**config.mk**
```make
export PLATFORM = sky130hd
export DESIGN_NAME = ddss_dac_host_component
export DESIGN_NICKNAME = d
export VERILOG_FILES = /design/src/core/ddss_pkg.sv /design/src/core/ddss_dac_host_component.sv
export SDC_FILE = /design/constraint.sdc
export NUM_CORES = 1
export LEC_CHECK = 0
export ABC_AREA = 1
export BUFFER_PORTS_ARGS = -buffer_cell sky130_fd_sc_hd__buf_4
export CORE_ASPECT_RATIO = 1.25
export CORE_MARGIN = 3
export CORE_UTILIZATION = 55
export DETAILED_ROUTE_END_ITERATION = 10
export PLACE_DENSITY = 0.79
export SLEW_MARGIN = 5
export SYNTH_ARGS = -nofsm -noshare
export SYNTH_HDL_FRONTEND = slang
export SYNTH_SLANG_ARGS = --single-unit
export TNS_END_PERCENT = 10
```
**constraint.sdc**
```tcl
create_clock -name sys_clk -period 9.3 [get_ports sys_clk]
set_input_delay 1.86 -clock sys_clk [delete_from_list [all_inputs] [get_ports sys_clk]]
set_output_delay 1.86 -clock sys_clk [all_outputs]
set_load 0.05 [all_outputs]
```
**src/core/ddss_pkg.sv**
```systemverilog
package ddss_pkg;

   // system and serial clock rates
   localparam int SYS_CLK_HZ = 100_000_000;
   localparam int SCLK_HZ    = 12_000_000;
   // half serial period in system cycles, rounded down so the rate stays at or above nominal
   localparam int SCLK_HALF_CYC = (SYS_CLK_HZ / (2 * SCLK_HZ)) < 1 ? 1
                                 : (SYS_CLK_HZ / (2 * SCLK_HZ));
   localparam int DIV_W = 8;

   // frame layout: control byte in the upper half, sample below it
   localparam int         FRAME_BITS = 16;
   localparam logic [3:0] LAST_BIT   = 4'hF;
   localparam logic [3:0] FIRST_BIT  = 4'h0;

   // register byte offsets
   localparam int          ADDR_W      = 12;
   localparam logic [11:0] CTRL_OFFS   = 12'h000;
   localparam logic [11:0] SAMPLE_OFFS = 12'h004;
   localparam logic [11:0] CMD_OFFS    = 12'h008;
   localparam logic [11:0] STAT_OFFS   = 12'h00C;

   // field positions
   localparam int START_BIT    = 0;
   localparam int WORD_A_LSB   = 0;
   localparam int WORD_B_LSB   = 8;
   localparam int STAT_DONE    = 0;
   localparam int STAT_STATE   = 1;

   // values after reset
   localparam logic [7:0] CTRL_BYTE_RST = 8'h00;
   localparam logic       FSYNC_RST     = 1'h1;
   localparam logic       DONE_RST      = 1'h1;
   localparam logic       START_RST     = 1'h0;
   localparam logic [7:0] WORD_RST      = 8'h00;

   // control states
   typedef enum logic [1:0] {
      IDLE       = 2'b00,
      SHIFTING   = 2'b01,
      SYNC_LATCH = 2'b10
   } ddss_state_type;

   // ahb-lite request side
   typedef struct packed {
      logic        hsel;
      logic [31:0] haddr;
      logic [1:0]  htrans;
      logic        hwrite;
      logic [2:0]  hsize;
      logic [31:0] hwdata;
      logic        hready;
   } ddss_ahb_in_type;

   // ahb-lite answer side
   typedef struct packed {
      logic [31:0] hrdata;
      logic        hreadyout;
      logic        hresp;
   } ddss_ahb_out_type;

   // lines towards the converter module
   typedef struct packed {
      logic sclk;
      logic data_a;
      logic data_b;
      logic frame_sync_n;
   } ddss_dac_link_type;

endpackage

```
**src/core/ddss_dac_host_component.sv**
```systemverilog
// Summary of operation
// divide system clock to pace serial logic
// drive divided clock out, nominal 12 MHz
// reset clears everything asynchronously; here sync and done reset high and the control byte loads CTRL_BYTE
// two sample words, one line each
// sixteen-bit frame: control plus sample
// sync low during frame, rising-edge sampling
// raise sync right after last bit
// samples go to first channel each
// three states: idle, shifting, sync-latch
// idle keeps reloading data and control
// done high when request acceptable
// done reports a finished transfer
// start in idle enters shifting next
// msb first, counter spans sixteen periods
// count fifteen moves to sync-latch
// leave sync-latch only when start low
// reset forces idle from any state
// shared clock and sync for both
// control byte first, held as parameter; here a register writable at CMD_OFFS, with CTRL_BYTE only its reset value
// data changes on falling serial edge
//
// The implementer's own choices: the AHB-Lite register port and the register addresses.
`timescale 1ns/10ps

module ddss_dac_host_component
   import ddss_pkg::*;
#(
   parameter logic [7:0] CTRL_BYTE = CTRL_BYTE_RST, // reset value of the writable control byte
   parameter int         HALF      = SCLK_HALF_CYC  // system cycles per serial half period
)(
   input  wire logic              sys_clk,
   input  wire logic              rst_n,
   input  wire ddss_ahb_in_type   ahb_in,
   output ddss_ahb_out_type       ahb_out,
   output ddss_dac_link_type      dac_link,
   output logic                   done
);

   // state of the block except the reset pipe and the cycle counter
   typedef struct packed {
      ddss_state_type   state;        // control state
      logic [DIV_W-1:0] div;          // serial clock divider
      logic             sclk;         // divided clock level
      logic [3:0]       bit_cnt;      // bits already sent
      logic [15:0]      shift_a;      // frame for converter a
      logic [15:0]      shift_b;      // frame for converter b
      logic [7:0]       hold_a;       // sample a holding register
      logic [7:0]       hold_b;       // sample b holding register
      logic [7:0]       hold_ctrl;    // control byte holding register
      logic             frame_sync_n; // latch line
      logic             done;         // completion flag
      logic             start;        // software start level
      logic [7:0]       word_a;       // software sample a
      logic [7:0]       word_b;       // software sample b
      logic [7:0]       ctrl_byte;    // software control byte
      logic             ap_write;     // write data phase pending
      logic [ADDR_W-1:0] ap_addr;     // address of pending write
      logic [31:0]      rdata;        // read data for data phase
   } ddss_regs_type;

   ddss_regs_type r;            // registered state
   ddss_regs_type next_r;       // next state
   logic          tick;         // divider terminal count
   logic          addr_phase;   // valid address phase this cycle
   logic [1:0]    rst_pipe;     // reset release stages
   logic          rst_sync_n;   // synchronised reset

   // release reset through two flops, assert it at once
   always_ff @(posedge sys_clk or negedge rst_n) begin
      if (!rst_n) begin
         rst_pipe <= 2'b00;
      end else begin
         rst_pipe <= {rst_pipe[0], 1'b1};
      end
   end

   assign rst_sync_n = rst_pipe[1];

   // register read decode, unmapped reads give zero
   function automatic logic [31:0] read_word(input logic [ADDR_W-1:0] addr,
                                             input ddss_regs_type     s);
      logic [31:0] w;
      w = 32'h0000_0000;
      if (addr == CTRL_OFFS) begin
         w[START_BIT] = s.start;
      end else if (addr == SAMPLE_OFFS) begin
         w[WORD_A_LSB +: 8] = s.word_a;
         w[WORD_B_LSB +: 8] = s.word_b;
      end else if (addr == CMD_OFFS) begin
         w[7:0] = s.ctrl_byte;
      end else if (addr == STAT_OFFS) begin
         w[STAT_DONE]       = s.done;
         w[STAT_STATE +: 2] = s.state;
      end
      return w;
   endfunction

   // next-state logic for divider, frame machine and register slave
   always_comb begin
      next_r     = r;
      tick       = (r.div == DIV_W'(HALF - 1));
      addr_phase = ahb_in.hsel && ahb_in.htrans[1] && ahb_in.hready;

      // free divider; serial clock toggles each half period
      if (tick) begin
         next_r.div  = '0;
         next_r.sclk = ~r.sclk;
      end else begin
         next_r.div = r.div + DIV_W'(1);
      end

      case (r.state)
         // idle: track inputs, wait for start
         IDLE: begin
            next_r.hold_a       = r.word_a;
            next_r.hold_b       = r.word_b;
            next_r.hold_ctrl    = r.ctrl_byte;
            next_r.frame_sync_n = 1'b1;
            if (r.start) begin
               next_r.state        = SHIFTING;
               next_r.shift_a      = {r.hold_ctrl, r.hold_a};
               next_r.shift_b      = {r.hold_ctrl, r.hold_b};
               next_r.bit_cnt      = FIRST_BIT;
               // restart divider so the first bit gets a full low half
               next_r.div          = '0;
               next_r.sclk         = 1'b0;
               next_r.frame_sync_n = 1'b0;
            end
         end
         // shifting: advance on each falling serial edge
         SHIFTING: begin
            if (tick && r.sclk) begin
               if (r.bit_cnt == LAST_BIT) begin
                  next_r.state        = SYNC_LATCH;
                  next_r.frame_sync_n = 1'b1;
               end else begin
                  next_r.bit_cnt = r.bit_cnt + 4'h1;
                  next_r.shift_a = {r.shift_a[14:0], 1'b0};
                  next_r.shift_b = {r.shift_b[14:0], 1'b0};
               end
            end
         end
         // sync-latch: hold line high until start drops
         SYNC_LATCH: begin
            next_r.frame_sync_n = 1'b1;
            if (!r.start) begin
               next_r.state = IDLE;
            end
         end
         default: begin
            next_r.state = IDLE;
         end
      endcase

      // done follows the state being entered, so it is a clean flop
      next_r.done = (next_r.state != SHIFTING);

      // data phase of a write lands here
      if (r.ap_write) begin
         if (r.ap_addr == CTRL_OFFS) begin
            next_r.start = ahb_in.hwdata[START_BIT];
         end else if (r.ap_addr == SAMPLE_OFFS) begin
            next_r.word_a = ahb_in.hwdata[WORD_A_LSB +: 8];
            next_r.word_b = ahb_in.hwdata[WORD_B_LSB +: 8];
         end else if (r.ap_addr == CMD_OFFS) begin
            next_r.ctrl_byte = ahb_in.hwdata[7:0];
         end
      end

      // address phase: capture write, prepare read data
      next_r.ap_write = addr_phase && ahb_in.hwrite;
      next_r.ap_addr  = ahb_in.haddr[ADDR_W-1:0];
      if (addr_phase && !ahb_in.hwrite) begin
         next_r.rdata = read_word(ahb_in.haddr[ADDR_W-1:0], r);
      end else begin
         next_r.rdata = 32'h0000_0000;
      end
   end

   // single state register
   always_ff @(posedge sys_clk or negedge rst_sync_n) begin
      if (!rst_sync_n) begin
         r              <= '0;
         r.state        <= IDLE;
         r.frame_sync_n <= FSYNC_RST;
         r.done         <= DONE_RST;
         r.start        <= START_RST;
         r.word_a       <= WORD_RST;
         r.word_b       <= WORD_RST;
         r.ctrl_byte    <= CTRL_BYTE;
      end else begin
         r <= next_r;
      end
   end

   // one clock and one sync serve both converters
   assign dac_link.sclk         = r.sclk;
   assign dac_link.frame_sync_n = r.frame_sync_n;
   assign dac_link.data_a       = r.shift_a[15];
   assign dac_link.data_b       = r.shift_b[15];
   assign done                  = r.done;

   // zero-wait slave, always okay
   assign ahb_out.hrdata    = r.rdata;
   assign ahb_out.hreadyout = 1'b1;
   assign ahb_out.hresp     = 1'b0;

   // cycles spent in the shifting state, checked at exit
   logic [9:0] shift_cycles;

   always_ff @(posedge sys_clk or negedge rst_sync_n) begin
      if (!rst_sync_n) begin
         shift_cycles <= 10'h000;
      end else if (r.state == SHIFTING) begin
         shift_cycles <= shift_cycles + 10'h001;
      end else begin
         shift_cycles <= 10'h000;
      end
   end
endmodule

```
==> results by group, run 1 <==
Die
  • Top Ports: 113
  • Die Wd: 98.2 um
  • Die area: 11900 um^2
  • Initial core utilization: 57.2%
  • Rows: 41
  • Core area: 10200 um^2
  • Die height: 121 um

Clock tree
  • Cts bufs inserted: 17
  • Clock Path Buffers: 2
  • # resized after CTS: 0
  • H-tree levels: 4
  • CTS tree: built
  • Hold buffers post-CTS: 0
  • Post-CTS setup buffers: 0
  • # clock sinks: 129
  • Clock latency on the worst-skew pair: 0.41 ns
  • Clk slew on worst S/H paths: 0.06 ns
  • Root Driver: clkbuf_16

Setup path
  • Worst R2R Start: r[142]
  • Critical path type: in2reg
  • Crit. Startpoint: ahb_in[48]
  • CP startpoint kind: primary input
  • RR Endpoint: r[131]
  • Crit Path Max Fanout: 20
  • R2R depth: 9
  • CP arrival: 3.98 ns
  • Worst EP required: 9.57 ns
  • Worst setup path endpoint: ahb_out[17]
  • Crit end category: flip-flop
  • Reg-to-reg slack, setup: 6.84 ns

Finish
  • Area of the multi-input gates: 1950 um^2
  • Sequential Area: 3230 um^2
  • N_diodes: 0
  • Nets@finish: 757
  • # fillers: 767
  • Area delta synth->final: 14.4%
  • Most frequent cells in the layout: dfrtp_1, nand2_1, inv_1, nor2_1, buf_4
  • Commonest non-fill, non-tap cell in the layout: dfrtp_1
  • Share of cells above drive strength 1: 17.6%

Timing
  • Slew Viols, Final: 0
  • Max Clock Skew: 0.0110 ns
  • Slew headroom: 15.1%
  • Tightest Pin Transition: 1.27 ns
  • Crit path time final: 3.72 ns
  • Final Hold Fails: 0
  • Setup_tns: 0 ns
  • Hold WS: 0.353 ns
  • Final period utilization: 40.0%
  • Endpoints failing setup: 0
  • F_max: 269 MHz
  • RSZ-0062 raised after global routing: no

Synth
  • Synth top area cells: dfrtp_1, nand2_1, buf_4, inv_1, nor2_1
  • Yosys top cell area share: 54.4%
  • Ys Warns: 0
  • Yosys cell types: 35
  • Synthesized flop and latch total: 129
  • Mapped Cells: 647
  • Mapped Avg Cell Area: 9.03 um^2
  • Sequential element share of the synthesized area: 55.3%
  • Post-synth top area cell: dfrtp_1
  • Synthesized cell area: 5840 um^2

Placed design
  • Port Buf Inserts: 54
  • DP HPWL: 7220 um
  • Final GP Congestion: 0.808

GRT
  • Total gr overflow: 0
  • Largest net degree at the start of global routing: 68
  • Tot GR Track Use: 20.1%
  • Initial antenna violation count: 0
  • First-pass GRT wire length: 19100 um
  • Vias in the first global route: 4226

Routing
  • Routed Antenna Nets: 0
  • Pre-antenna DRT Iters: 4
  • DR iter-0 viols: 256
  • WL per Instance: 13.4 um
  • Vias per cell: 5.15
  • Via count: 4210
  • DRC viols: 0
  • WL final: 11000 um

Pwr
  • Leak: 3.33 nW
  • Final Total Pwr: 1.45 mW
  • Worst vdd ir: 182 uV
  • Pwr Density: 217 nW/um^2

Min path
  • HP Start: rst_pipe[0]
  • Hold Path Class: reg2reg

Run status
  • Outcome: complete, no violations

Run
  • Max Cap Viol: 0
-- critical path: stages --
cell and delay, ns:
buf_4 0.11, nor2_1 0.10, nand2_1 0.06, nor2_1 0.95
nand2_1 0.29, nand2_1 0.47, nor3b_1 0.12
-- power breakdown --
group / switching (mW) / total (mW) / leakage [nW] / internal (mW)
combinational: 0.0823 / 0.129 / 1.64 / 0.0462
clock: 0.229 / 0.705 / 0.305 / 0.476
sequential: 0.0219 / 0.615 / 1.38 / 0.593
-- worst min path at each step --
stage               cells past startpoint           to
finish                                  0  rst_pipe[1]
global route                            0  rst_pipe[1]
CTS                                     0  rst_pipe[1]
detailed placement                      0  rst_pipe[1]
global placement                        0  rst_pipe[1]
floorplan                               0  rst_pipe[1]
-- routing by layer --
metal  wire [um]  vias up  part of all wire, %  GRT usage [%]
met1        4530     2048                   41           23.4
met4         141        0                  1.3           7.94
met2        5850       90                   53           35.7
met3         437        9                  4.0           5.00
met5           0        -                    0              0
li1            -     2063                    -              -
-- sequential cells by signal, summed over array words and instances (netlist names) --
signal	cells
r	106
dac_link	4
done	1
ahb_out	16
rst_pipe	2
-- cell type report --
cell class	count	share of cell area (%)
timing repair buffer	58	6.52
clock inverter	9	2.28
sequential	129	48.4
clock buffer	23	7.30
multi-input combinational	400	29.2
tap	129	2.42
inverter	70	3.93
-- stage by stage --
stage               cell area, um^2  utilization, %  instances  setup slack [ns]
global placement               6040            59.2        786              5.29
detailed placement             6040            59.2        786              5.21
floorplan                      5900               -        664              5.44
CTS                            6680            65.5        818              5.65
global route                   6680            65.5        818              5.35
finish                         6680            65.5        818              5.58
-- Yosys cell counts --
cell type    n
a41oi_1      1
xnor2_1      1
inv_2        2
a21oi_1     37
o21ai_0     41
nor2_2       3
o31ai_1      1
or2_1        1
o21ai_2     18
dfrtp_1    127
conb_1       2
nor3b_1      9
nand4_1      6
buf_4       39
o21ai_1     28
nand3b_1     4
or2_2        1
nand2_2      4
clkbuf_2     1
dfstp_2      2
nor4_1       1
nand2_1    123
nor2_1      62
buf_8        1
inv_1       68
ha_1         7
nand4_2      1
nand3_2      1
xor2_1       1
nor3_1       5
clkbuf_1     7
and3_1       2
nand3_1     23
buf_6        6
buf_2       11
-- cells by family (layout without fill, tap and decap cells) --
kind of cell	Yosys count	in the layout	share of synthesized area [%]
flip-flops	129	129	55.3
XOR/XNOR	2	2	0.300
AO/OA/AOI/OAI	126	126	12.1
adder cells (fa/ha/maj)	7	7	1.50
other	2	19	0.129
buffers and inverters	135	160	12.4
AND/OR/NAND/NOR	246	246	18.3
No activity file was read; power rests on OpenSTA's default activity.
==> inputs of run 2 (changes only) <==
Settings changed: CORE_UTILIZATION 55 to 50, PLACE_DENSITY 0.79 to 0.76.
Clock period 9.3 ns to 3.1 ns, I/O delays scaled along.
==> results by group, run 2 (synthesis gave the netlist of run 1 again) <==
Placed design
  • Placed cell area: 6100 um^2 (+1.0%)
  • Port Buf Inserts: 54 (unchanged)
  • Pre-CTS WS: 0.560 ns (-4.65 ns)
  • Final GP Congestion: 0.804 (-0.48%)
  • DP HPWL: 7460 um (+3.2%)

Pwr
  • Leak: 3.35 nW (+0.75%)
  • Combinational Power Share: 9.3% (+0.4 points)
  • Clk pwr share: 48.7% (about the same)
  • Final Total Pwr: 4.36 mW (+200%)
  • Pwr Density: 646 nW/um^2 (+200%)
  • Switching Share: 24.3% (+1.3 points)
  • Worst vdd ir: 399 uV (+120%)
  • Reg power frac: 42.0% (-0.4 points)
  • Cell internal pwr: 3.30 mW (+200%)
  • Switch Pwr: 1.06 mW (+220%)

Routing
  • Routed Antenna Nets: 0 (unchanged)
  • Vias per cell: 5.11 (-0.65%)
  • DRC viols: 0 (unchanged)
  • Met2 wire len: 5850 um (+0.14%)
  • Met3 WL post-DR: 554 um (+27%)
  • Pre-antenna DRT Iters: 5 (+1)
  • WL per Instance: 13.6 um (+1.5%)
  • DR iter-0 viols: 229 (-11%)
  • Via count: 4239 (+0.69%)
  • Highest metal used: met4
  • Routed metal-1 wirelength: 4600 um (+1.7%)
  • WL final: 11300 um (+2.9%)

Setup path
  • Critical path's slowest cell: nand3_2
  • Critical path type: reg2reg
  • Crit-path max cell delay: 0.52 ns (-0.43 ns)
  • Worst EP required: 3.36 ns (-6.21 ns)
  • Crit end category: flip-flop
  • Cell mode on critical path: nand2_1
  • CP arrival: 2.83 ns (-1.15 ns)
  • Crit Path Max Fanout: 36 (+80%)
  • WP buf/inv: 3 (+2)
  • CP startpoint kind: flip-flop
  • CP delay by family, top: simple AND/OR/NAND/NOR gates
  • Critical Path, Cell by Cell: ha_1, nand2_1, or2_2, inv_1, ha_1, inv_1, nand2_1, nand3_2, buf_12, nand2_1, o21ai_0

GRT
  • Initial antenna violation count: 0 (unchanged)
  • Tot GR Track Use: 18.6% (-1.5 points)
  • Largest net degree at the start of global routing: 63 (-7.4%)
  • Vias in the first global route: 4187 (-0.92%)
  • First-pass GRT wire length: 19100 um (about the same)
  • Total gr overflow: 0 (unchanged)

Run status
  • Outcome: complete, no violations

Finish
  • Design area: 6760 um^2 (+1.1%)
  • Commonest non-fill, non-tap cell in the layout: dfrtp_1
  • N_diodes: 0 (unchanged)
  • Nets@finish: 762 (+0.66%)
  • # fillers: 895 (+17%)
  • Max reg flops: 106 (unchanged)
  • Share of cells above drive strength 1: 18.3% (+0.74 points)
  • Most frequent cells in the layout: dfrtp_1, nand2_1, inv_1, nor2_1, buf_4
  • Sequential Area: 3230 um^2 (unchanged)
  • Area delta synth->final: 15.7%
  • Area of the multi-input gates: 1950 um^2 (unchanged)
  • Most flops, register: r

Clock tree
  • Hold buffers post-CTS: 1 (+1)
  • Root Driver: clkbuf_16
  • H-tree levels: 4 (unchanged)
  • Clock Path Buffers: 2 (unchanged)
  • Post-CTS setup buffers: 0 (unchanged)
  • Cts bufs inserted: 17 (unchanged)
  • Clock latency on the worst-skew pair: 0.41 ns (about the same)
  • CTS tree: built
  • Clk slew on worst S/H paths: 0.06 ns (about the same)
  • # clock sinks: 129 (unchanged)
  • # resized after CTS: 0 (unchanged)

Timing
  • Tightest Pin Transition: 0.656 ns (-0.612 ns)
  • Final WS setup: 0.536 ns (-5.05 ns)
  • RSZ-0062 raised after global routing: no
  • F_max: 390 MHz
  • Crit path time final: 2.56 ns
  • Setup_tns: 0 ns (unchanged)
  • Max Clock Skew: 0.00731 ns (-0.00373 ns)
  • Endpoints failing setup: 0 (unchanged)
  • Final period utilization: 82.7%
  • Final Hold Fails: 0 (unchanged)
  • Slew headroom: 56.2% (+41 points)
  • Slew Viols, Final: 0 (unchanged)

Die
  • Rows: 43 (+4.9%)
  • Die Wd: 103 um (+4.6%)
  • Die height: 127 um (+4.6%)
  • Top Ports: 113 (unchanged)
  • Core area: 11200 um^2 (+10%)
  • Die area: 13000 um^2 (+9.4%)
  • Initial core utilization: 51.9% (-5.3 points)

Min path
  • Hold Path Class: reg2async

Run
  • Max Cap Viol: 0 (unchanged)
==> run 2: final timing paths <==
kind	depth (start not counted)	to	slack (ns)	from
worst max register to register	11	r[104]	0.54	r[133]
max in group asynchronous	1	r[140]	2.00	rst_pipe[1]
min in group sys_clk	1	r[32]	0.32	ahb_in[39]
worst max-delay path	11	r[104]	0.54	r[133]
worst min-delay path	0	ahb_out[14]	0.22	rst_pipe[1]
worst min register to register	0	ahb_out[14]	0.22	rst_pipe[1]
==> run 2: layout make-up <==
| class | instances | area share (%) |
|---|---|---|
| clock buffers | 18 | 6.50 |
| clock inverters | 14 | 3.00 |
| inverters | 70 | 3.89 |
| multi-input cells | 400 | 28.8 |
| flip-flops and latches | 129 | 47.9 |
| well taps | 135 | 2.50 |
| repair buffers | 63 | 7.41 |
==> run 2: power groups by stage <==
stage	clock, mW	combinational [mW]	sequential [mW]
after CTS	2.15	0.411	1.83
after global routing	2.23	0.457	1.85
final	2.13	0.405	1.83
after global placement	0	0.392	1.86
after floorplan	0	0.333	1.87
after detailed placement	0	0.408	1.86
==> run 2: through the flow <==
stage | hold slack (ns) | utilization [%] | instances
after floorplan | 0.324 | - | 664
after global placement | 0.217 | 54.3 | 796
after detailed placement | 0.220 | 54.3 | 796
after CTS | 0.233 | 60.1 | 829
after global routing | 0.245 | 60.1 | 829
final | 0.217 | 60.1 | 829
==> run 2: layer usage <==
metal	vias to the layer above	global-route usage (%)
met3	22	5.01
met1	2026	22.8
met2	117	30.5
met4	0	8.26
li1	2074	-
met5	-	0
==> run 2: worst reg2reg max path: stages, from the launching register on <==
cell	delay, ns
dfrtp_1	0.37
ha_1	0.24
nand2_1	0.07
or2_2	0.31
inv_1	0.06
ha_1	0.14
inv_1	0.06
nand2_1	0.10
nand3_2	0.52
buf_12	0.41
nand2_1	0.07
o21ai_0	0.07
